## src/tct_pkg.sv

```systemverilog
// Constants, encodings and mode type for the interval timer
package tct_pkg;
  // Byte I/O addresses of the data ports and the control word
  localparam logic [7:0] TCT_CTR0_OFS = 8'h40;
  localparam logic [7:0] TCT_CTR1_OFS = 8'h41;
  localparam logic [7:0] TCT_CTR2_OFS = 8'h42;
  localparam logic [7:0] TCT_CTRL_OFS = 8'h43;
  // Field positions in the control word
  localparam int TCT_SEL_LSB = 6;
  localparam int TCT_FMT_LSB = 4;
  localparam int TCT_MODE_LSB = 1;
  localparam int TCT_BCD_BIT = 0;
  localparam int TCT_NUM_CTR = 3;
  // Counter select and byte format codes
  localparam logic [1:0] TCT_SEL_RB = 2'h3;
  localparam logic [1:0] TCT_FMT_LATCH = 2'h0;
  localparam logic [1:0] TCT_FMT_LOW = 2'h1;
  localparam logic [1:0] TCT_FMT_HIGH = 2'h2;
  localparam logic [1:0] TCT_FMT_BOTH = 2'h3;
  // Values after reset
  localparam logic [15:0] TCT_CE_RST = 16'h0000;
  localparam logic [7:0] TCT_BYTE_RST = 8'h00;
  localparam logic [2:0] TCT_MODE_RST = 3'h0;
  localparam logic [1:0] TCT_FMT_RST = 2'h1;
  localparam logic [2:0] TCT_FLAG_RST = 3'h0;
  localparam logic [7:0] TCT_RDATA_IDLE = 8'h00;
  // Counting element values that steer the modes
  localparam logic [15:0] TCT_CE_ONE = 16'h0001;
  localparam logic [15:0] TCT_CE_TWO = 16'h0002;
  // Counter operating modes
  typedef enum logic [2:0] {
    TCT_M0_TERMINAL,
    TCT_M1_ONESHOT,
    TCT_M2_RATE,
    TCT_M3_SQUARE,
    TCT_M4_SW_STROBE,
    TCT_M5_HW_STROBE
  } tct_mode_e;
endpackage
```

## src/tct_interval_timer.sv

```systemverilog
// Three channel 16-bit interval timer with byte wide host port
//
// Functional notes
// - Three 16-bit counters, binary or decimal
// - One shared timer clock for all counters
// - Counter 0 output drives interrupt input zero
// - Only counter 2 gate external; first_counter_output internal
// - Load or decrement only on clock fall
// - Zero count means 65536 or 10000 steps
// - Modes 2,3 reload; others wrap around
// - Count enters through input latches, one tick
// - Reads via output latches, transparent unless frozen
// - Data ports 040h-042h, control 043h write-only
// - Control word: command, mode, decimal flag
// - Command picks counter and byte format
// - Mode field decoding with x10, x11 overlap
// - New count accepted any time after programming
// - Latch freezes count until read or reprogram
// - Repeated latch before read is ignored
// - Read-back freezes counts and captures status
// - Read-back lowest bit must be zero
// - Captured status returned on next read
// - Read-back bits 3..1 select counters 2..0
// - Status byte: out, null, format, mode, bcd
// - Null flag set by writes, cleared on load
`timescale 1ns/100ps
`default_nettype none
module tct_interval_timer (
  // Clock and reset
  input wire logic sys_clk_in,
  input wire logic arst_n_in,
  // Timer pins
  input wire logic timer_clock_in,
  input wire logic third_counter_gate_in,
  // Host byte I/O
  input wire logic [7:0] io_addr_in,
  input wire logic io_wr_in,
  input wire logic io_rd_in,
  input wire logic [7:0] io_wdata_in,
  output logic [7:0] io_rdata_out,
  // Counter outputs
  output logic irq_input_zero_out,
  output logic counter1_out,
  output logic third_counter_out
);

  // Decimal aware decrement; zero wraps to the top count
  function automatic logic [15:0] tct_dec(input logic [15:0] v,
                                          input logic bcd);
    logic [15:0] r;
    logic brw;
    r = v - tct_pkg::TCT_CE_ONE;
    brw = 1'b1;
    if (bcd) begin
      r = v;
      for (int k = 0; k < 4; k++) begin
        if (brw) begin
          if (r[k*4 +: 4] == 4'h0) begin
            r[k*4 +: 4] = 4'h9;
          end else begin
            r[k*4 +: 4] = r[k*4 +: 4] - 4'h1;
            brw = 1'b0;
          end
        end
      end
    end
    return r;
  endfunction

  // Mode field to operating mode
  function automatic tct_pkg::tct_mode_e tct_decode(input logic [2:0] m);
    tct_pkg::tct_mode_e r;
    r = tct_pkg::TCT_M0_TERMINAL;
    unique case (m)
      3'h0: r = tct_pkg::TCT_M0_TERMINAL;
      3'h1: r = tct_pkg::TCT_M1_ONESHOT;
      3'h2, 3'h6: r = tct_pkg::TCT_M2_RATE;
      3'h3, 3'h7: r = tct_pkg::TCT_M3_SQUARE;
      3'h4: r = tct_pkg::TCT_M4_SW_STROBE;
      3'h5: r = tct_pkg::TCT_M5_HW_STROBE;
    endcase
    return r;
  endfunction

  logic tclk_s1_q, tclk_s2_q, tclk_s3_q;
  logic gate_s1_q, gate_s2_q, gate_s3_q;
  logic gate_lvl_q, trig_q;
  logic tick_fall, tick_rise;
  logic [15:0] ce_q [3];
  logic [15:0] ol_q [3];
  logic [7:0] cil_q [3];
  logic [7:0] cih_q [3];
  logic [7:0] stat_q [3];
  logic [2:0] mode_q [3];
  logic [1:0] rw_q [3];
  logic [2:0] bcd_q, out_q, nc_q, pend_q, run_q, arm_q, cnt_ok_q;
  logic [2:0] lat_q, st_q, rflip_q, wflip_q;
  logic [15:0] ld_w [3];
  logic [15:0] nxt_w [3];
  logic [2:0] gate_w, trig_w, ld_go, dec_go, out_nx, arm_nx;
  logic hit, ctl_wr, dat_wr, dat_rd;
  logic [1:0] idx, sel, fmt, rd_ch;
  logic [15:0] rd_cnt;

  // Host address decode
  // data ports then write-only control word
  assign hit = (io_addr_in[7:2] == tct_pkg::TCT_CTR0_OFS[7:2]);
  assign idx = io_addr_in[1:0];
  assign ctl_wr = io_wr_in & hit & (idx == tct_pkg::TCT_CTRL_OFS[1:0]);
  assign dat_wr = io_wr_in & hit & (idx != tct_pkg::TCT_CTRL_OFS[1:0]);
  assign dat_rd = io_rd_in & hit & (idx != tct_pkg::TCT_CTRL_OFS[1:0]);
  // command in bits 7-4, mode 3-1, decimal flag 0
  assign sel = io_wdata_in[tct_pkg::TCT_SEL_LSB +: 2];
  assign fmt = io_wdata_in[tct_pkg::TCT_FMT_LSB +: 2];

  // Timer pins cross into the system clock by two flops
  always_ff @(posedge sys_clk_in or negedge arst_n_in) begin
    if (!arst_n_in) begin
      tclk_s1_q <= 1'b0;
      tclk_s2_q <= 1'b0;
      tclk_s3_q <= 1'b0;
      gate_s1_q <= 1'b0;
      gate_s2_q <= 1'b0;
      gate_s3_q <= 1'b0;
    end else begin
      tclk_s1_q <= timer_clock_in;
      tclk_s2_q <= tclk_s1_q;
      tclk_s3_q <= tclk_s2_q;
      gate_s1_q <= third_counter_gate_in;
      gate_s2_q <= gate_s1_q;
      gate_s3_q <= gate_s2_q;
    end
  end

  // one timer clock edge strobe shared by all counters
  assign tick_fall = tclk_s3_q & ~tclk_s2_q;
  assign tick_rise = ~tclk_s3_q & tclk_s2_q;

  // Gate level sampled on clock rise; rising edge held until a tick
  always_ff @(posedge sys_clk_in or negedge arst_n_in) begin
    if (!arst_n_in) begin
      gate_lvl_q <= 1'b0;
      trig_q <= 1'b0;
    end else begin
      if (tick_rise) begin
        gate_lvl_q <= gate_s2_q;
      end
      // A new edge in the consuming cycle is kept
      trig_q <= (trig_q & ~tick_fall) | (gate_s2_q & ~gate_s3_q);
    end
  end

  // counters 0 and 1 have no gate pin, so they stay enabled
  assign gate_w = {gate_lvl_q, 1'b1, 1'b1};
  assign trig_w = {trig_q, 1'b0, 1'b0};

  // Per counter reload value, next count and mode decisions
  always_comb begin
    for (int i = 0; i < 3; i++) begin
      ld_w[i] = {cih_q[i], cil_q[i]};
      // zero loaded counts the full range through the wrap
      nxt_w[i] = tct_dec(ce_q[i], bcd_q[i]);
      ld_go[i] = 1'b0;
      dec_go[i] = 1'b0;
      out_nx[i] = out_q[i];
      arm_nx[i] = arm_q[i];
      unique case (tct_decode(mode_q[i]))
        tct_pkg::TCT_M0_TERMINAL: begin
          ld_go[i] = pend_q[i];
          dec_go[i] = run_q[i] & ~pend_q[i] & gate_w[i];
          if (dec_go[i] && ce_q[i] == tct_pkg::TCT_CE_ONE) begin
            out_nx[i] = 1'b1;
          end
        end
        tct_pkg::TCT_M1_ONESHOT: begin
          ld_go[i] = trig_w[i] & cnt_ok_q[i];
          dec_go[i] = ~ld_go[i];
          if (ld_go[i]) begin
            out_nx[i] = 1'b0;
            arm_nx[i] = 1'b1;
          end else if (arm_q[i] && ce_q[i] == tct_pkg::TCT_CE_ONE) begin
            out_nx[i] = 1'b1;
            arm_nx[i] = 1'b0;
          end
        end
        tct_pkg::TCT_M2_RATE, tct_pkg::TCT_M3_SQUARE: begin
          // these modes reload at the end of each period
          ld_go[i] = (pend_q[i] & ~run_q[i]) | trig_w[i] |
                     (gate_w[i] & run_q[i] &
                      (ce_q[i] == tct_pkg::TCT_CE_ONE));
          dec_go[i] = ~ld_go[i] & gate_w[i] & run_q[i];
          if (mode_q[i][0]) begin
            out_nx[i] = ld_go[i] | ~gate_w[i] |
                        (nxt_w[i] > {1'b0, ld_w[i][15:1]});
          end else begin
            out_nx[i] = ~(dec_go[i] & (ce_q[i] == tct_pkg::TCT_CE_TWO));
          end
        end
        tct_pkg::TCT_M4_SW_STROBE, tct_pkg::TCT_M5_HW_STROBE: begin
          if (mode_q[i][0]) begin
            ld_go[i] = trig_w[i] & cnt_ok_q[i];
            dec_go[i] = ~ld_go[i];
          end else begin
            ld_go[i] = pend_q[i];
            dec_go[i] = run_q[i] & ~pend_q[i] & gate_w[i];
          end
          out_nx[i] = ~(dec_go[i] & arm_q[i] &
                        (ce_q[i] == tct_pkg::TCT_CE_ONE));
          arm_nx[i] = ld_go[i] | (arm_q[i] & out_nx[i]);
        end
      endcase
    end
  end

  // Counting element, latches and per counter flags
  always_ff @(posedge sys_clk_in or negedge arst_n_in) begin
    if (!arst_n_in) begin
      for (int i = 0; i < 3; i++) begin
        ce_q[i] <= tct_pkg::TCT_CE_RST;
        ol_q[i] <= tct_pkg::TCT_CE_RST;
        cil_q[i] <= tct_pkg::TCT_BYTE_RST;
        cih_q[i] <= tct_pkg::TCT_BYTE_RST;
        stat_q[i] <= tct_pkg::TCT_BYTE_RST;
        mode_q[i] <= tct_pkg::TCT_MODE_RST;
        rw_q[i] <= tct_pkg::TCT_FMT_RST;
      end
      bcd_q <= tct_pkg::TCT_FLAG_RST;
      out_q <= tct_pkg::TCT_FLAG_RST;
      nc_q <= tct_pkg::TCT_FLAG_RST;
      pend_q <= tct_pkg::TCT_FLAG_RST;
      run_q <= tct_pkg::TCT_FLAG_RST;
      arm_q <= tct_pkg::TCT_FLAG_RST;
      cnt_ok_q <= tct_pkg::TCT_FLAG_RST;
      lat_q <= tct_pkg::TCT_FLAG_RST;
      st_q <= tct_pkg::TCT_FLAG_RST;
      rflip_q <= tct_pkg::TCT_FLAG_RST;
      wflip_q <= tct_pkg::TCT_FLAG_RST;
    end else begin
      for (int i = 0; i < 3; i++) begin
        // element moves only on the timer clock fall
        if (tick_fall) begin
          out_q[i] <= out_nx[i];
          arm_q[i] <= arm_nx[i];
          if (ld_go[i]) begin
            // input latches transfer in one tick
            ce_q[i] <= ld_w[i];
            pend_q[i] <= 1'b0;
            run_q[i] <= 1'b1;
            nc_q[i] <= 1'b0;
          end else if (dec_go[i]) begin
            ce_q[i] <= nxt_w[i];
          end
        end
        if (ctl_wr && sel == 2'(i)) begin
          if (fmt == tct_pkg::TCT_FMT_LATCH) begin
            // only the first latch before a read counts
            if (!lat_q[i]) begin
              ol_q[i] <= ce_q[i];
              lat_q[i] <= 1'b1;
            end
          end else begin
            mode_q[i] <= io_wdata_in[tct_pkg::TCT_MODE_LSB +: 3];
            rw_q[i] <= fmt;
            bcd_q[i] <= io_wdata_in[tct_pkg::TCT_BCD_BIT];
            out_q[i] <= (io_wdata_in[3:1] != 3'h0);
            nc_q[i] <= 1'b1;
            lat_q[i] <= 1'b0;
            st_q[i] <= 1'b0;
            rflip_q[i] <= 1'b0;
            wflip_q[i] <= 1'b0;
            pend_q[i] <= 1'b0;
            run_q[i] <= 1'b0;
            arm_q[i] <= 1'b0;
            cnt_ok_q[i] <= 1'b0;
          end
        end
        // read-back bits 1..3 pick counters 0..2
        // lowest bit of a read-back is not looked at
        if (ctl_wr && sel == tct_pkg::TCT_SEL_RB && io_wdata_in[1 + i]) begin
          if (!fmt[1] && !lat_q[i]) begin
            ol_q[i] <= ce_q[i];
            lat_q[i] <= 1'b1;
          end
          if (!fmt[0] && !st_q[i]) begin
            stat_q[i] <= {out_q[i], nc_q[i], rw_q[i], mode_q[i], bcd_q[i]};
            st_q[i] <= 1'b1;
          end
        end
        // a count may follow at any time in the set format
        if (dat_wr && idx == 2'(i)) begin
          nc_q[i] <= 1'b1;
          if (tct_decode(mode_q[i]) == tct_pkg::TCT_M0_TERMINAL) begin
            out_q[i] <= 1'b0;
          end
          if (rw_q[i] == tct_pkg::TCT_FMT_LOW) begin
            cil_q[i] <= io_wdata_in;
            cih_q[i] <= tct_pkg::TCT_BYTE_RST;
          end else if (rw_q[i] == tct_pkg::TCT_FMT_HIGH) begin
            cih_q[i] <= io_wdata_in;
            cil_q[i] <= tct_pkg::TCT_BYTE_RST;
          end else if (!wflip_q[i]) begin
            cil_q[i] <= io_wdata_in;
          end else begin
            cih_q[i] <= io_wdata_in;
          end
          if (rw_q[i] == tct_pkg::TCT_FMT_BOTH) begin
            wflip_q[i] <= ~wflip_q[i];
          end
          // Pending wins over a load in the same cycle
          if (rw_q[i] != tct_pkg::TCT_FMT_BOTH || wflip_q[i]) begin
            pend_q[i] <= 1'b1;
            cnt_ok_q[i] <= 1'b1;
          end
        end
        // status goes out first, then the count bytes
        if (dat_rd && idx == 2'(i)) begin
          if (st_q[i]) begin
            st_q[i] <= 1'b0;
          end else if (rw_q[i] == tct_pkg::TCT_FMT_BOTH && !rflip_q[i]) begin
            rflip_q[i] <= 1'b1;
          end else begin
            rflip_q[i] <= 1'b0;
            lat_q[i] <= 1'b0;
          end
        end
      end
    end
  end

  // frozen copy while latched, live element otherwise
  assign rd_ch = (idx == tct_pkg::TCT_CTRL_OFS[1:0]) ? 2'h0 : idx;
  assign rd_cnt = lat_q[rd_ch] ? ol_q[rd_ch] : ce_q[rd_ch];

  // Read data register; control word port reads as zero
  always_ff @(posedge sys_clk_in or negedge arst_n_in) begin
    if (!arst_n_in) begin
      io_rdata_out <= tct_pkg::TCT_RDATA_IDLE;
    end else if (io_rd_in && hit) begin
      if (!dat_rd) begin
        io_rdata_out <= tct_pkg::TCT_RDATA_IDLE;
      end else if (st_q[rd_ch]) begin
        io_rdata_out <= stat_q[rd_ch];
      end else if (rw_q[rd_ch] == tct_pkg::TCT_FMT_HIGH ||
                   (rw_q[rd_ch] == tct_pkg::TCT_FMT_BOTH && rflip_q[rd_ch]))
      begin
        io_rdata_out <= rd_cnt[15:8];
      end else begin
        io_rdata_out <= rd_cnt[7:0];
      end
    end
  end

  // counter 0 output goes to interrupt input zero only
  assign irq_input_zero_out = out_q[0];
  assign counter1_out = out_q[1];
  assign third_counter_out = out_q[2];
endmodule
`default_nettype wire

```

## config.mk

```make
export PLATFORM = sky130hd
export DESIGN_NAME = tct_interval_timer
export DESIGN_NICKNAME = d
export VERILOG_FILES = /design/src/tct_pkg.sv /design/src/tct_interval_timer.sv
export SDC_FILE = /design/constraint.sdc
export NUM_CORES = 1
export LEC_CHECK = 0
export ABC_AREA = 1
export BUFFER_PORTS_ARGS = -buffer_cell sky130_fd_sc_hd__buf_2
export CAP_MARGIN = 20
export CORE_ASPECT_RATIO = 0.7
export CORE_UTILIZATION = 30
export CTS_BUF_LIST = sky130_fd_sc_hd__clkbuf_8
export CTS_CLUSTER_SIZE = 28
export DETAILED_ROUTE_END_ITERATION = 8
export PLACE_DENSITY = 0.43
export SKIP_CTS_REPAIR_TIMING = 1
export SLEW_MARGIN = 20
export SYNTH_ARGS = -nofsm -noshare
export SYNTH_HDL_FRONTEND = slang
export SYNTH_SLANG_ARGS = --single-unit
```

## constraint.sdc

```tcl
create_clock -name sys_clk_in -period 4.4 [get_ports sys_clk_in]
set_input_delay 0.66 -clock sys_clk_in [delete_from_list [all_inputs] [get_ports sys_clk_in]]
set_output_delay 0.66 -clock sys_clk_in [all_outputs]
set_load 0.01 [all_outputs]
```

==> run_results.csv <==
group,metric,value,unit
yosys,synth-compound-area-share,20.3,%
place,dp_hpwl,38.1,mm
setup_path,critPathArrivalTime,4220,ps
grt,first_global_vias,12200,
yosys,yosysTopAreaCellShare,39.6,%
pwr,leakagePower,7.60,nW
yosys,synth_xor_area_share,1.04,%
timing,tightestPinTransition,990,ps
yosys,yosysWarnings,0,
final_layout,drive_gt1_share,13.7,%
yosys,synth-simple-area-share,23.5,%
yosys,ys_ff_latch,230,
floorplanning,die_area,48700,sq um
clock_network,worstSkewPairLatency,580,ps
clock_network,cts_tree,"done",
timing,tns,0,ps
grt,grt_max_degree,97,
routing,vias,12900,
timing,setup_viol,0,
final_layout,final_nets,2000,
yosys,synth.avg_cell_area,7.53,sq um
timing,fmax,0.269,GHz
clock_network,clkTransAtPathRegs,60,ps
yosys,synthesis.area,14300,sq um
yosys,synth_ff_type,"dfrtp_1",
clock_network,root_buffer,"clkbuf_8",
yosys,synth.most_common_cell,"nand2_1",
yosys,synthTopCellsByCount,"nand2_1, inv_1, dfrtp_1",
yosys,synth_fa_ha_area_share,4.71,%
clock_network,numCtsBuffers,42,
setup_path,end_kind,"register",
final_layout,stdcell_area,15900,sq um
place,gp_congestion,0.952,
floorplanning,num_rows,66,
timing,hold_viol_final,0,
yosys,synth_top_family_by_area,"simple AND/OR/NAND/NOR gates",
yosys,synthArstFlopShare,100,%
grt,grt-ovfl-total,0,
final_layout,final_cells,2568,
yosys,synth.area.mux_share,0.314,%
pwr,power.total,7.21,mW
routing,ant_nets,0,
floorplanning,coreArea,46800,sq um
worst_hold_path,min_path_type,"input port to async pin",
setup_path,crit_fanout,7,
timing,finalCritPeriodShare,84.6,%
yosys,synth_top_cell_by_area,"dfrtp_1",
routing,wl_per_cell,19.8,um
routing,vias_per_cell,5.04,
pwr,irDropWorstVdd,0.204,mV
yosys,synth_cells,1902,
clock_network,h-tree-depth,2,
place,dp.cells,2491,
grt,grt_pass1_wl,78.2,mm
routing,drc,0,
yosys,ys_types,66,
setup_path,worstPathRequired,4900,ps
floorplanning,start_util,30.6,%
status,status,"finished clean",
clock_network,cts_sinks,230,
grt,grtUsageTotal,21.3,%
final_layout,syn2layout_area_growth,11.0,%
timing,fin_skew,22.8,ps
routing,wirelength,50.9,mm
timing,rsz0062_at_grt,"false",
place,placed_area,15000,sq um
setup_path,worstSetupPathType,"register to register",
timing,maxSlewHeadroom,33.4,%
pwr,power_density,453,nW/um^2
floorplanning,die_w,263,um
floorplanning,die_h,185,um
routing,firstDrtPassIters,5,
final_layout,n_antenna_cell,0,
yosys,synth_nets,1978,
final_layout,final_core_util,34.0,%
timing,finalCriticalPeriod,3720,ps
job,max_cap_violations,0,
yosys,seq_area_frac_synth,40.2,%
timing,final_max_slew_viol_count,0,
place,portBuffers,32,
clock_network,cts_buffer_depth,3,
yosys,synth_edf_count,0,
yosys,synthTopCellsByArea,"dfrtp_1, nand2_1, inv_1",
floorplanning,ioPinCount,33,
setup_path,startpoint_type,"register",
grt,antenna_found_initial,1,
routing,drtIter0Drc,1269,
==> final cells by class <==
cell class | count | area [sq um]
clock buffer | 58 | 798
clock inverter | 18 | 91.3
fill | 4996 | 30900
inverter | 275 | 1040
multi-input combinational | 1328 | 7140
sequential | 230 | 5760
tap | 612 | 766
timing repair buffer | 47 | 315
==> sequential cells by signal, summed over array words and instances, names as in the netlist, 6 cells and up <==
signal,flops
cih_q,24
mode_q,9
ol_q,48
stat_q,24
cil_q,24
ce_q,48
io_rdata_out,8
rw_q,6
==> layer usage <==
| layer | wire, um | share of wire, % | global-route usage (%) |
|---|---|---|---|
| met4 | 865 | 1.7 | 4.51 |
| met3 | 3480 | 6.8 | 4.67 |
| met2 | 19200 | 38 | 27.9 |
| met1 | 27400 | 54 | 34.3 |
| met5 | 0 | 0 | 0 |
==> report_power, final <==
group          internal (mW)  total (mW)  switching, mW
registers               2.34        2.71          0.373
clock network           1.18        2.19           1.01
logic                  0.754        2.31           1.55
total                   4.27        7.21           2.94
==> worst max-delay path, cell delays in order (launching register included) <==
cell and delay, ps:
dfrtp_1 410, inv_1 230, ha_1 230, nand3_1 190
inv_1 170, nand2_1 130, nor3_1 210, nand2_1 70
nand2_1 140, nand2_1 80, xor2_1 160, ha_1 300
nand2_1 70, nor2_1 180, nor3b_1 300, nand2_1 100
nand3_1 80, nand2_1 50, nand2_1 50, nand2_1 50
nand2_1 50, nand2_1 60, nand2_1 70, nand2_1 60
nand2_1 50, nand2_1 50, a21oi_1 120
==> metrics by stage <==
stage | hold WS (ps) | setup slack (ps)
floorplan | 331 | 1400
global placement | 342 | 849
detailed placement | 336 | 705
CTS | 136 | 683
global route | 158 | 290
finish | 113 | 677
==> path summary, 6_finish.rpt <==
check,from,end,slack [ps],cells after the start
hold reg to reg,tclk_s1_q,tclk_s2_q,350,0
min in group sys_clk_in,third_counter_gate_in,gate_s1_q,200,1
hold / removal,arst_n_in,cih_q[11],110,1
setup reg to reg,ce_q[32],out_q[0],680,26
setup / recovery,ce_q[32],out_q[0],680,26
max in group asynchronous,arst_n_in,rw_q[0],3200,2
==> kinds of logic after synthesis <==
kind of cell	after synthesis
AND/OR/NAND/NOR	762
AO/OA/AOI/OAI	491
buffers and inverters	344
flip-flops	230
adder cells (fa/ha/maj)	54
XOR/XNOR	17
multiplexers	4
==> layout by cell type (no fill, tap or decap), types with 9 or more instances in the layout <==
| cell | Yosys | final |
|---|---|---|
| o21ai_0 | 156 | 156 |
| nor2_2 | 27 | 27 |
| xor2_1 | 16 | 16 |
| o21ai_1 | 83 | 82 |
| o31ai_1 | 19 | 19 |
| nand2_2 | 10 | 10 |
| ha_1 | 54 | 54 |
| clkinv_2 | 0 | 10 |
| nor2_1 | 162 | 162 |
| clkbuf_8 | 0 | 58 |
| inv_1 | 236 | 242 |
| nand3_1 | 88 | 88 |
| nor3_1 | 16 | 16 |
| dfrtp_1 | 227 | 227 |
| buf_4 | 4 | 13 |
| o22ai_1 | 40 | 40 |
| nand2_1 | 413 | 413 |
| nand4_1 | 9 | 9 |
| buf_2 | 27 | 31 |
| a21oi_1 | 106 | 106 |
| o211ai_1 | 12 | 12 |
| a21oi_2 | 21 | 21 |
| inv_2 | 37 | 37 |
Power figures use the tool's default switching activity.
